[src/rtl/spi_crc_cfg_pkg.sv]
`default_nettype none
package spi_crc_cfg_pkg;
	// Register byte offsets
	localparam logic [7:0] OFS_CRC_POLY = 8'h10;
	localparam logic [7:0] OFS_RX_CRC = 8'h14;
	localparam logic [7:0] OFS_TX_CRC = 8'h18;
	localparam logic [7:0] OFS_AUDIO_CTL = 8'h1c;
	localparam logic [7:0] OFS_CRC_STATUS = 8'h24;
	// Reset values
	localparam logic [15:0] CRC_POLY_RST = 16'h0007;
	localparam logic [11:0] AUDIO_CTL_RST = 12'h000;
	// Control field positions
	localparam int CTL_PROTO_BIT = 11;
	localparam int CTL_ENABLE_BIT = 10;
	localparam int CTL_ROLE_LSB = 8;
	localparam int CTL_PCM_BIT = 7;
	localparam int CTL_STD_LSB = 4;
	localparam int CTL_CKIDLE_BIT = 3;
	localparam int CTL_WIDTH_LSB = 1;
	localparam int CTL_SLOT_BIT = 0;
	localparam logic [11:0] CTL_WRITE_MASK = 12'hfbf;
	// Encodings
	localparam logic [1:0] WIDTH_RSVD = 2'h3;
	localparam logic [1:0] STD_PCM = 2'h3;

	typedef struct packed {
		logic protocolSelect;
		logic audioEnable;
		logic [1:0] audioRole;
		logic pcmSyncLength;
		logic [1:0] audioStandard;
		logic clockIdleLevel;
		logic [1:0] sampleWidth;
		logic slotWidth;
	} audio_cfg_t;

	typedef struct packed {
		logic [7:0] addr;
		logic [31:0] wdata;
		logic wr;
		logic rd;
	} reg_req_t;
endpackage : spi_crc_cfg_pkg
`default_nettype wire

[src/rtl/spi_crc_cfg.sv]
// Our own choice: the address-and-strobe port.
`default_nettype none
module spi_crc_cfg
	import spi_crc_cfg_pkg::*;
(
	// Clock and reset
	input wire logic clk,
	input wire logic rst,
	// Register port
	input wire reg_req_t regReq,
	output logic [31:0] rdata,
	// Link side: serial clock from pin, bit streams
	input wire logic linkClk,
	input wire logic rxBit,
	input wire logic txBit,
	// Core controls
	input wire logic crcEnable,
	input wire logic peripheralResetBit,
	input wire logic frame16,
	input wire logic transferInProgress,
	input wire logic crcCheckStrobe,
	input wire logic [15:0] rxCrcData,
	// Effective audio configuration and CRC mismatch flag
	output audio_cfg_t audioCfg,
	output logic audioActive,
	output logic crcMismatchFlag
);
	typedef struct packed {
		logic [15:0] poly;
		logic [15:0] rxCrc;
		logic [15:0] txCrc;
		logic [11:0] ctl;
		logic mismatch;
		logic crcEnPrev;
		logic [1:0] clkSync;
		logic [1:0] rxSync;
		logic [1:0] txSync;
		logic clkPrev;
		logic [31:0] rdata;
		audio_cfg_t cfgOut;
		logic active;
	} state_t;

	state_t st_r;
	state_t st_nxt;

	// One serial step; top term implied by frame width
	function automatic logic [15:0] crcStep(
		input logic [15:0] crc,
		input logic [15:0] poly,
		input logic din,
		input logic wide
	);
		logic fb;
		logic [15:0] sh;
		fb = din ^ (wide ? crc[15] : crc[7]);
		sh = {crc[14:0], 1'b0};
		if (fb)
			sh = sh ^ poly;
		if (!wide)
			sh[15:8] = 8'h00;
		return sh;
	endfunction : crcStep

	logic sampleEdge;
	logic clearAcc;
	logic [11:0] ctlWr;

	always_comb
	begin
		st_nxt = st_r;
		// Synchronisers: first stage feeds only the second
		st_nxt.clkSync = {st_r.clkSync[0], linkClk};
		st_nxt.rxSync = {st_r.rxSync[0], rxBit};
		st_nxt.txSync = {st_r.txSync[0], txBit};
		st_nxt.clkPrev = st_r.clkSync[1];
		st_nxt.crcEnPrev = crcEnable;
		// Bits sampled on rising serial clock after sync
		sampleEdge = st_r.clkSync[1] & ~st_r.clkPrev;
		// Clear on rising CRC enable or peripheral reset
		clearAcc = (crcEnable & ~st_r.crcEnPrev) | peripheralResetBit;
		if (clearAcc)
		begin
			st_nxt.rxCrc = 16'h0000;
			st_nxt.txCrc = 16'h0000;
		end
		else if (crcEnable && sampleEdge)
		begin
			// Wire order already reflects the bit order choice
			st_nxt.rxCrc = crcStep(st_r.rxCrc, st_r.poly,
				st_r.rxSync[1], frame16);
			st_nxt.txCrc = crcStep(st_r.txCrc, st_r.poly,
				st_r.txSync[1], frame16);
		end
		ctlWr = st_r.ctl;
		st_nxt.rdata = 32'h0000_0000;
		// Half-word writes carry the live field in the low lane
		if (regReq.wr)
		begin
			if (regReq.addr == OFS_CRC_POLY)
				st_nxt.poly = regReq.wdata[15:0];
			else if (regReq.addr == OFS_AUDIO_CTL)
			begin
				ctlWr = regReq.wdata[11:0] & CTL_WRITE_MASK;
				// Format fields only accepted while audio disabled
				if (st_r.ctl[CTL_ENABLE_BIT])
				begin
					ctlWr[9:0] = st_r.ctl[9:0];
					ctlWr[CTL_ENABLE_BIT] = regReq.wdata[CTL_ENABLE_BIT];
				end
				// Reserved width code keeps previous setting
				if (ctlWr[CTL_WIDTH_LSB +: 2] == WIDTH_RSVD)
					ctlWr[CTL_WIDTH_LSB +: 2] = st_r.ctl[CTL_WIDTH_LSB +: 2];
				st_nxt.ctl = ctlWr;
			end
			else if (regReq.addr == OFS_CRC_STATUS && !regReq.wdata[0])
				st_nxt.mismatch = 1'b0;
			// Accumulator writes fall through here unused
		end
		else if (regReq.rd)
		begin
			if (regReq.addr == OFS_CRC_POLY)
				st_nxt.rdata = {16'h0000, st_r.poly};
			else if (regReq.addr == OFS_RX_CRC)
				st_nxt.rdata = {16'h0000, st_r.rxCrc};
			else if (regReq.addr == OFS_TX_CRC)
				st_nxt.rdata = {16'h0000, st_r.txCrc};
			else if (regReq.addr == OFS_AUDIO_CTL)
				st_nxt.rdata = {20'h00000, st_r.ctl};
			else if (regReq.addr == OFS_CRC_STATUS)
				st_nxt.rdata = {31'h0, st_r.mismatch};
		end
		// Set wins over a clear in the same cycle
		if (crcCheckStrobe && crcEnable && !st_r.ctl[CTL_PROTO_BIT] &&
			st_r.rxCrc != rxCrcData)
			st_nxt.mismatch = 1'b1;
		// Effective settings: SPI mode masks all audio fields
		if (st_r.ctl[CTL_PROTO_BIT])
		begin
			st_nxt.cfgOut.protocolSelect = 1'b1;
			st_nxt.cfgOut.audioEnable = st_r.ctl[CTL_ENABLE_BIT];
			st_nxt.cfgOut.audioRole = st_r.ctl[CTL_ROLE_LSB +: 2];
			st_nxt.cfgOut.audioStandard = st_r.ctl[CTL_STD_LSB +: 2];
			// Sync length means nothing outside PCM
			st_nxt.cfgOut.pcmSyncLength = st_r.ctl[CTL_PCM_BIT] &&
				st_r.ctl[CTL_STD_LSB +: 2] == STD_PCM;
			st_nxt.cfgOut.clockIdleLevel = st_r.ctl[CTL_CKIDLE_BIT];
			st_nxt.cfgOut.sampleWidth = st_r.ctl[CTL_WIDTH_LSB +: 2];
			st_nxt.cfgOut.slotWidth = st_r.ctl[CTL_SLOT_BIT];
		end
		else
			st_nxt.cfgOut = '0;
		st_nxt.active = st_r.ctl[CTL_PROTO_BIT] & st_r.ctl[CTL_ENABLE_BIT];
	end

	always_ff @(posedge clk)
	begin
		if (rst)
		begin
			st_r <= '0;
			st_r.poly <= CRC_POLY_RST;
			st_r.ctl <= AUDIO_CTL_RST;
		end
		else
			st_r <= st_nxt;
	end

	assign rdata = st_r.rdata;
	assign audioCfg = st_r.cfgOut;
	assign audioActive = st_r.active;
	assign crcMismatchFlag = st_r.mismatch;
endmodule : spi_crc_cfg
`default_nettype wire

[config.mk]
export PLATFORM = sky130hd
export DESIGN_NAME = spi_crc_cfg
export DESIGN_NICKNAME = d
export VERILOG_FILES = /design/src/rtl/spi_crc_cfg_pkg.sv /design/src/rtl/spi_crc_cfg.sv
export SDC_FILE = /design/constraint.sdc
export NUM_CORES = 1
export LEC_CHECK = 0
export BUFFER_PORTS_ARGS = -buffer_cell sky130_fd_sc_hd__clkbuf_2
export CORE_ASPECT_RATIO = 0.9
export CORE_UTILIZATION = 57
export CTS_CLUSTER_SIZE = 25
export DETAILED_ROUTE_END_ITERATION = 10
export GPL_TIMING_DRIVEN = 0
export HOLD_SLACK_MARGIN = 0.03
export MAX_ROUTING_LAYER = met4
export PLACE_DENSITY_LB_ADDON = 0.2
export SETUP_SLACK_MARGIN = 0.05
export SLEW_MARGIN = 20
export SYNTH_ARGS = -nofsm -noshare
export SYNTH_HDL_FRONTEND = slang
export SYNTH_SLANG_ARGS = --single-unit
[constraint.sdc]
create_clock -name clk -period 4.7 [get_ports clk]
set_input_delay 0.94 -clock clk [delete_from_list [all_inputs] [get_ports clk]]
set_output_delay 0.94 -clock clk [all_outputs]
set_load 0.02 [all_outputs]
==> impl_metrics.csv, run 1 <==
group,metric,value,unit
status,status,"completed",
routing,dr.pass1.iters,5,
logic_synthesis,synth_edf_count,0,
sta,period_needed,2.35,ns
setup_path,slowest_delay,0.45,ns
placement,port_buffers,78,
floorplanning,die-height,85.9,µm
logic_synthesis,post_synth.cell_area_avg,9.15,µm²
floorplanning,core.rowCount,30,
cts,htree_num_levels,3,
setup_path,end_kind,"flop",
floorplanning,core-area,7540,µm²
setup_path,path_buf_inv,2,
logic_synthesis,synthArstFlopShare,0,%
logic_synthesis,ys_seq_area_share,43.1,%
logic_synthesis,syn-instance-count,487,
global_routing,grt_antenna_before_repair,0,
cts,cts_tree,"yes",
floorplanning,io-pin-count,113,
sta,clock.fmax,0.425,GHz
setup_path,worstPathRequired,4.91,ns
logic_synthesis,synth-main-ff-cell,"dfxtp_1",
flow_run,max_cap_viol_count,0,
setup_path,cp_slowest_cell,"nor4_1",
cts,numCtsBuffers,9,
floorplanning,start_util,59.1,%
sta,setup_tns,0,ns
power,p_per_area,279,nW/µm²
layout,fill_cells,613,
routing,wirelength,10700,µm
cts,cts_buffer_depth,2,
cts,cts_sinks,96,
global_routing,grt_usage,28.3,%
logic_synthesis,synth_top_area_share,43.1,%
cts,cts.repair.resized,0,
layout,syn_to_final_growth,16.9,%
logic_synthesis,synth_cell_type_count,42,
setup_path,critPathKind,"in2reg",
logic_synthesis,synth_warnings,0,
routing,drtAntennaViolNets,0,
min_path,min_path_type,"reg2reg",
cts,path_clk_slew,0.09,ns
cts,cts_setup_buffers,0,
setup_path,crit_family,"simple AND/OR/NAND/NOR gates",
sta,relSlewSlack,50.0,%
routing,vias_per_cell,5.33,
setup_path,path_cells,"buf_2 -> nor4_1 -> nand2_1 -> clkbuf_1 -> nor2_1 -> a2111oi_2",
placement,dp.cells,676,
global_routing,grt_first_pass_wirelength,16600,µm
floorplanning,dieArea,8180,µm²
sta,skew,0.0129,ns
setup_path,cp_max_fo,10,
logic_synthesis,ys_top_cells_by_area,"dfxtp_1 (43%), mux2i_1 (7.6%), buf_4 (7.6%), nor2_1 (6.2%), xor2_1 (5.7%)",
min_path,min_from,"st_nxt[50]",
layout,fin_nets,659,
layout,drive_above_1_share,26.5,%
layout,fin_cells,692,
layout,final_common_cell,"dfxtp_1",
global_routing,grt_pass1_vias,3426,
logic_synthesis,yosys.area.top_type,"dfxtp_1",
sta,period_share,50.0,%
setup_path,crit_arrival,2.56,ns
placement,dp_hpwl,8060,µm
sta,worst_pin_slew,0.745,ns
placement,gp_congestion,0.940,
global_routing,grt_start_max_net_pins,19,
power,ir_drop,0.242,mV
logic_synthesis,ys_seq_elements,96,
setup_path,start_kind,"primary input",
global_routing,gr-total-overflow,0,
cts,clk_latency,0.37,ns
routing,via_count,3691,
routing,avgRoutedWirePerCell,15.5,µm
setup_path,cp-startpoint,"regReq[37]",
sta,rsz0062_at_grt,"no",
sta,finalHoldViolCount,0,
routing,drtIter0Drc,354,
power,p_leak,2.27,nW
cts,cts-root-buf,"clkbuf_8",
sta,slew_violations,0,
setup_path,rr_startpoint,"st_r[72]",
sta,setup_viol,0,
layout,layout_common_cells,"dfxtp_1 (96), clkbuf_2 (78), nor2_1 (74)",
routing,drc,0,
logic_synthesis,syn_area,4460,µm²
floorplanning,fp.dieW,95.2,µm
cts,hold_buffers,0,
layout,insertedDiodeCount,0,
[cell families after synthesis]
| family | synth area share, % |
|---|---|
| mux | 7.63 |
| compound gates | 10.4 |
| flops | 43.1 |
| xor+xnor | 9.60 |
| simple gates | 19.1 |
| other cells | 0.0841 |
| buf+inv | 10.0 |
[through the flow]
| stage | setup slack [ns] | hold slack, ns | power (mW) | util (%) | cell area [µm²] |
|---|---|---|---|---|---|
| after floorplan | 2.48 | 0.414 | 0.911 | - | 4510 |
| after global placement | 2.06 | 0.418 | 0.954 | 66.6 | 5020 |
| after detailed placement | 1.99 | 0.426 | 0.956 | 66.6 | 5020 |
| final | 2.35 | 0.443 | 1.45 | 69.1 | 5210 |
| after CTS | 2.38 | 0.448 | 1.46 | 69.1 | 5210 |
| after global routing | 2.23 | 0.456 | 1.50 | 69.1 | 5210 |
[state kept, by name, summed over array words and instances (netlist names)]
name	cells
audioActive	1
st_r	63
audioCfg	11
st_nxt	4
rdata	16
crcMismatchFlag	1
[routing by layer]
layer  track usage (%)  part of all wire, %
met1              38.2                   45
met2              41.6                   44
met5                 -                    0
met3              4.52                  7.7
met4              12.9                  3.3
[worst register-to-register path, cell delays in order, from the launching register on]
cell      delay (ns)
dfxtp_1         0.47
mux2i_1         0.14
xnor2_1         0.49
buf_2           0.33
nand2_1         0.09
xnor2_1         0.13
a211oi_1        0.23
[power breakdown]
group          switching, mW  internal (mW)
Sequential           0.00346          0.818
Clock                  0.310          0.202
Combinational         0.0713         0.0468
Total                  0.384           1.07
[synthesized netlist by cell type, types with 2 or more instances]
master,n
nand4_1,4
nand2_1,48
a211oi_1,15
a211o_1,3
a2111oi_2,7
a21oi_1,2
mux2i_1,34
a2111oi_0,8
inv_1,7
buf_2,4
xnor2_1,18
nor2b_1,13
and2_1,11
dfxtp_1,96
nand2b_1,10
nor3_1,2
nor4_1,3
o21ai_0,16
nand3_1,3
nor2_1,74
clkbuf_1,16
buf_4,45
xor2_1,29
[path summary, 6_finish.rpt]
| check | end | slack, ns | cells after the start |
|---|---|---|---|
| max reg2reg | st_r[66] | 2.74 | 6 |
| max | rdata[9] | 2.35 | 6 |
| min | st_nxt[44] | 0.44 | 1 |
| min reg2reg | st_nxt[44] | 0.44 | 1 |
[cell type report]
| cell class | instances | area (µm²) | share of cell area [%] |
|---|---|---|---|
| multi-input combinational | 333 | 2140 | 41.2 |
| clock buffer | 9 | 124 | 2.38 |
| tap | 96 | 120 | 2.31 |
| clock inverter | 7 | 61.3 | 1.18 |
| buffer | 66 | 422 | 8.09 |
| timing repair buffer | 78 | 390 | 7.49 |
| sequential | 96 | 1920 | 36.9 |
| inverter | 7 | 26.3 | 0.504 |
Note: power is estimated with default switching activity, not from simulation.
==> run 2: changes to the inputs <==
CORE_UTILIZATION = 53   (was 57)
clock period = 2.5 ns   (was 4.7 ns; I/O delays follow)
==> impl_metrics.csv, run 2 (synthesis results as in run 1) <==
group,metric,value,unit
setup_path,cp_max_fo,10,
layout,fin_nets,659,
setup_path,crit_family,"flip-flops",
global_routing,grt_start_max_net_pins,17,
setup_path,path_buf_inv,1,
layout,insertedDiodeCount,0,
cts,hold_buffers,0,
setup_path,rr_startpoint,"st_r[88]",
min_path,min_to,"st_nxt[48]",
routing,drtIter0Drc,200,
cts,cts_buffer_depth,2,
routing,via_count,3670,
setup_path,crit_arrival,2.28,ns
floorplanning,dieArea,8780,µm²
power,p_leak,2.27,nW
setup_path,cp_slowest_cell,"dfxtp_1",
cts,htree_num_levels,3,
cts,clk_latency,0.37,ns
global_routing,use_met3,6.96,%
floorplanning,die-height,89.0,µm
setup_path,r2r_end,"st_r[83]",
global_routing,gr-total-overflow,0,
global_routing,grt-busiest-layer,"met2",
placement,dp_hpwl,8050,µm
layout,largest_reg_flops,63,
setup_path,worstRegToRegCells,6,
routing,vias_per_cell,5.28,
sta,period_needed,1.99,ns
cts,cts-root-buf,"clkbuf_8",
global_routing,grt_antenna_before_repair,0,
floorplanning,core.rowCount,31,
routing,avgRoutedWirePerCell,15.8,µm
setup_path,end_kind,"flop",
setup_path,worstPathRequired,2.78,ns
sta,relSlewSlack,47.9,%
layout,regMostFlops,"st_r",
cts,path_clk_slew,0.09,ns
sta,rsz0062_at_grt,"no",
min_path,min_from,"rxBit",
global_routing,grt_usage,27.2,%
power,p_total,2.79,mW
min_path,min_path_type,"in2reg",
global_routing,grt_pass1_vias,3447,
layout,drive_above_1_share,26.3,%
sta,finalHoldViolCount,0,
sta,slew_violations,0,
global_routing,met1_usage,33.8,%
cts,cts_sinks,96,
placement,pre_cts_slack,0.183,ns
sta,period_share,79.7,%
layout,layout_common_cells,"dfxtp_1 (96), clkbuf_2 (78), nor2_1 (74)",
setup_path,path_cells,"mux2i_1 -> xnor2_2 -> buf_2 -> nand2_1 -> xor2_1 -> a211oi_1",
placement,gp_congestion,0.882,
cts,numCtsBuffers,9,
cts,cts.repair.resized,0,
cts,cts_tree,"yes",
power,p_per_area,533,nW/µm²
routing,wirelength,11000,µm
layout,syn_to_final_growth,17.2,%
setup_path,critPathKind,"reg2reg",
sta,setup_viol,0,
placement,port_buffers,78,
min_path,min_path_cells,2,
sta,fin_ws,0.507,ns
power,ir_drop,0.288,mV
layout,final_common_cell,"dfxtp_1",
sta,worst_pin_slew,0.776,ns
sta,setup_tns,0,ns
routing,dr.pass1.iters,5,
floorplanning,io-pin-count,113,
setup_path,start_kind,"flop",
floorplanning,fp.dieW,98.7,µm
status,status,"completed",
flow_run,max_cap_viol_count,0,
setup_path,slowest_delay,0.57,ns
floorplanning,core-area,8110,µm²
floorplanning,start_util,55.0,%
cts,cts_setup_buffers,0,
sta,clock.fmax,0.502,GHz
global_routing,grt_first_pass_wirelength,17400,µm
setup_path,reg2reg_slack,0.51,ns
sta,skew,0.00924,ns
global_routing,gr-usage-met2,43.3,%
routing,drtAntennaViolNets,0,
routing,drc,0,
==> run 2: changes by cell type in the layout (fill, tap and decap cells not counted) <==
| cell | previous run | this run |
|---|---|---|
| clkbuf_1 | 16 | 17 |
| clkinvlp_4 | 2 | 3 |
| clkinv_4 | 1 | 2 |
| inv_6 | 3 | 0 |
| inv_8 | 1 | 0 |
| bufinv_16 | 0 | 1 |
==> run 2: routing by layer <==
layer  part of all wire [%]  vias up
li1                       -     1781
met1                     44     1704
met2                     45      163
met3                    8.0       22
met4                    2.5        0
met5                      0        -
==> run 2: worst register-to-register path, stage by stage, from the launching register on <==
cell and delay [ns]:
dfxtp_1 0.57, mux2i_1 0.19, xnor2_2 0.35, buf_2 0.33, nand2_1 0.10, xor2_1 0.15, a211oi_1 0.22
==> run 2: power by group <==
| part | leakage [nW] | switching [mW] | total, mW | internal, mW |
|---|---|---|---|---|
| clock | 0.0887 | 0.553 | 1.02 | 0.466 |
| combinational | 1.41 | 0.134 | 0.222 | 0.0880 |
| sequential | 0.775 | 0.00700 | 1.54 | 1.54 |
| total | 2.27 | 0.694 | 2.79 | 2.09 |
==> run 2: layout make-up <==
type | count | area [µm²]
flip-flops and latches | 96 | 1920
clock buffers | 10 | 128
fillers | 690 | 2880
inverters | 7 | 26.3
clock inverters | 6 | 70.1
plain buffers | 66 | 422
multi-input cells | 333 | 2140
well taps | 99 | 124
repair buffers | 78 | 390
==> run 2: how the worst max path moves through the flow <==
stage               startpoint   endpoint  slack (ns)  depth (start not counted)
finish                st_r[88]   st_r[83]        0.51                          6
global route          st_r[72]   st_r[66]        0.38                          6
CTS                   st_r[72]   st_r[66]        0.51                          6
detailed placement   crcEnable   st_r[77]        0.18                          7
global placement    regReq[37]   rdata[6]        0.26                          6
floorplan           regReq[41]  st_r[102]        0.72                          5
==> run 2: per-stage QoR <==
| stage | cell area (µm²) | hold slack (ns) | utilization (%) | cells |
|---|---|---|---|---|
| 4_1_cts | 5230 | 0.333 | 64.5 | 695 |
| 2_1_floorplan | 4510 | 0.414 | - | 502 |
| 3_3_place_gp | 5030 | 0.420 | 62.0 | 679 |
| 6_report | 5230 | 0.343 | 64.5 | 695 |
| 3_5_place_dp | 5030 | 0.427 | 62.0 | 679 |
| 5_1_grt | 5230 | 0.351 | 64.5 | 695 |
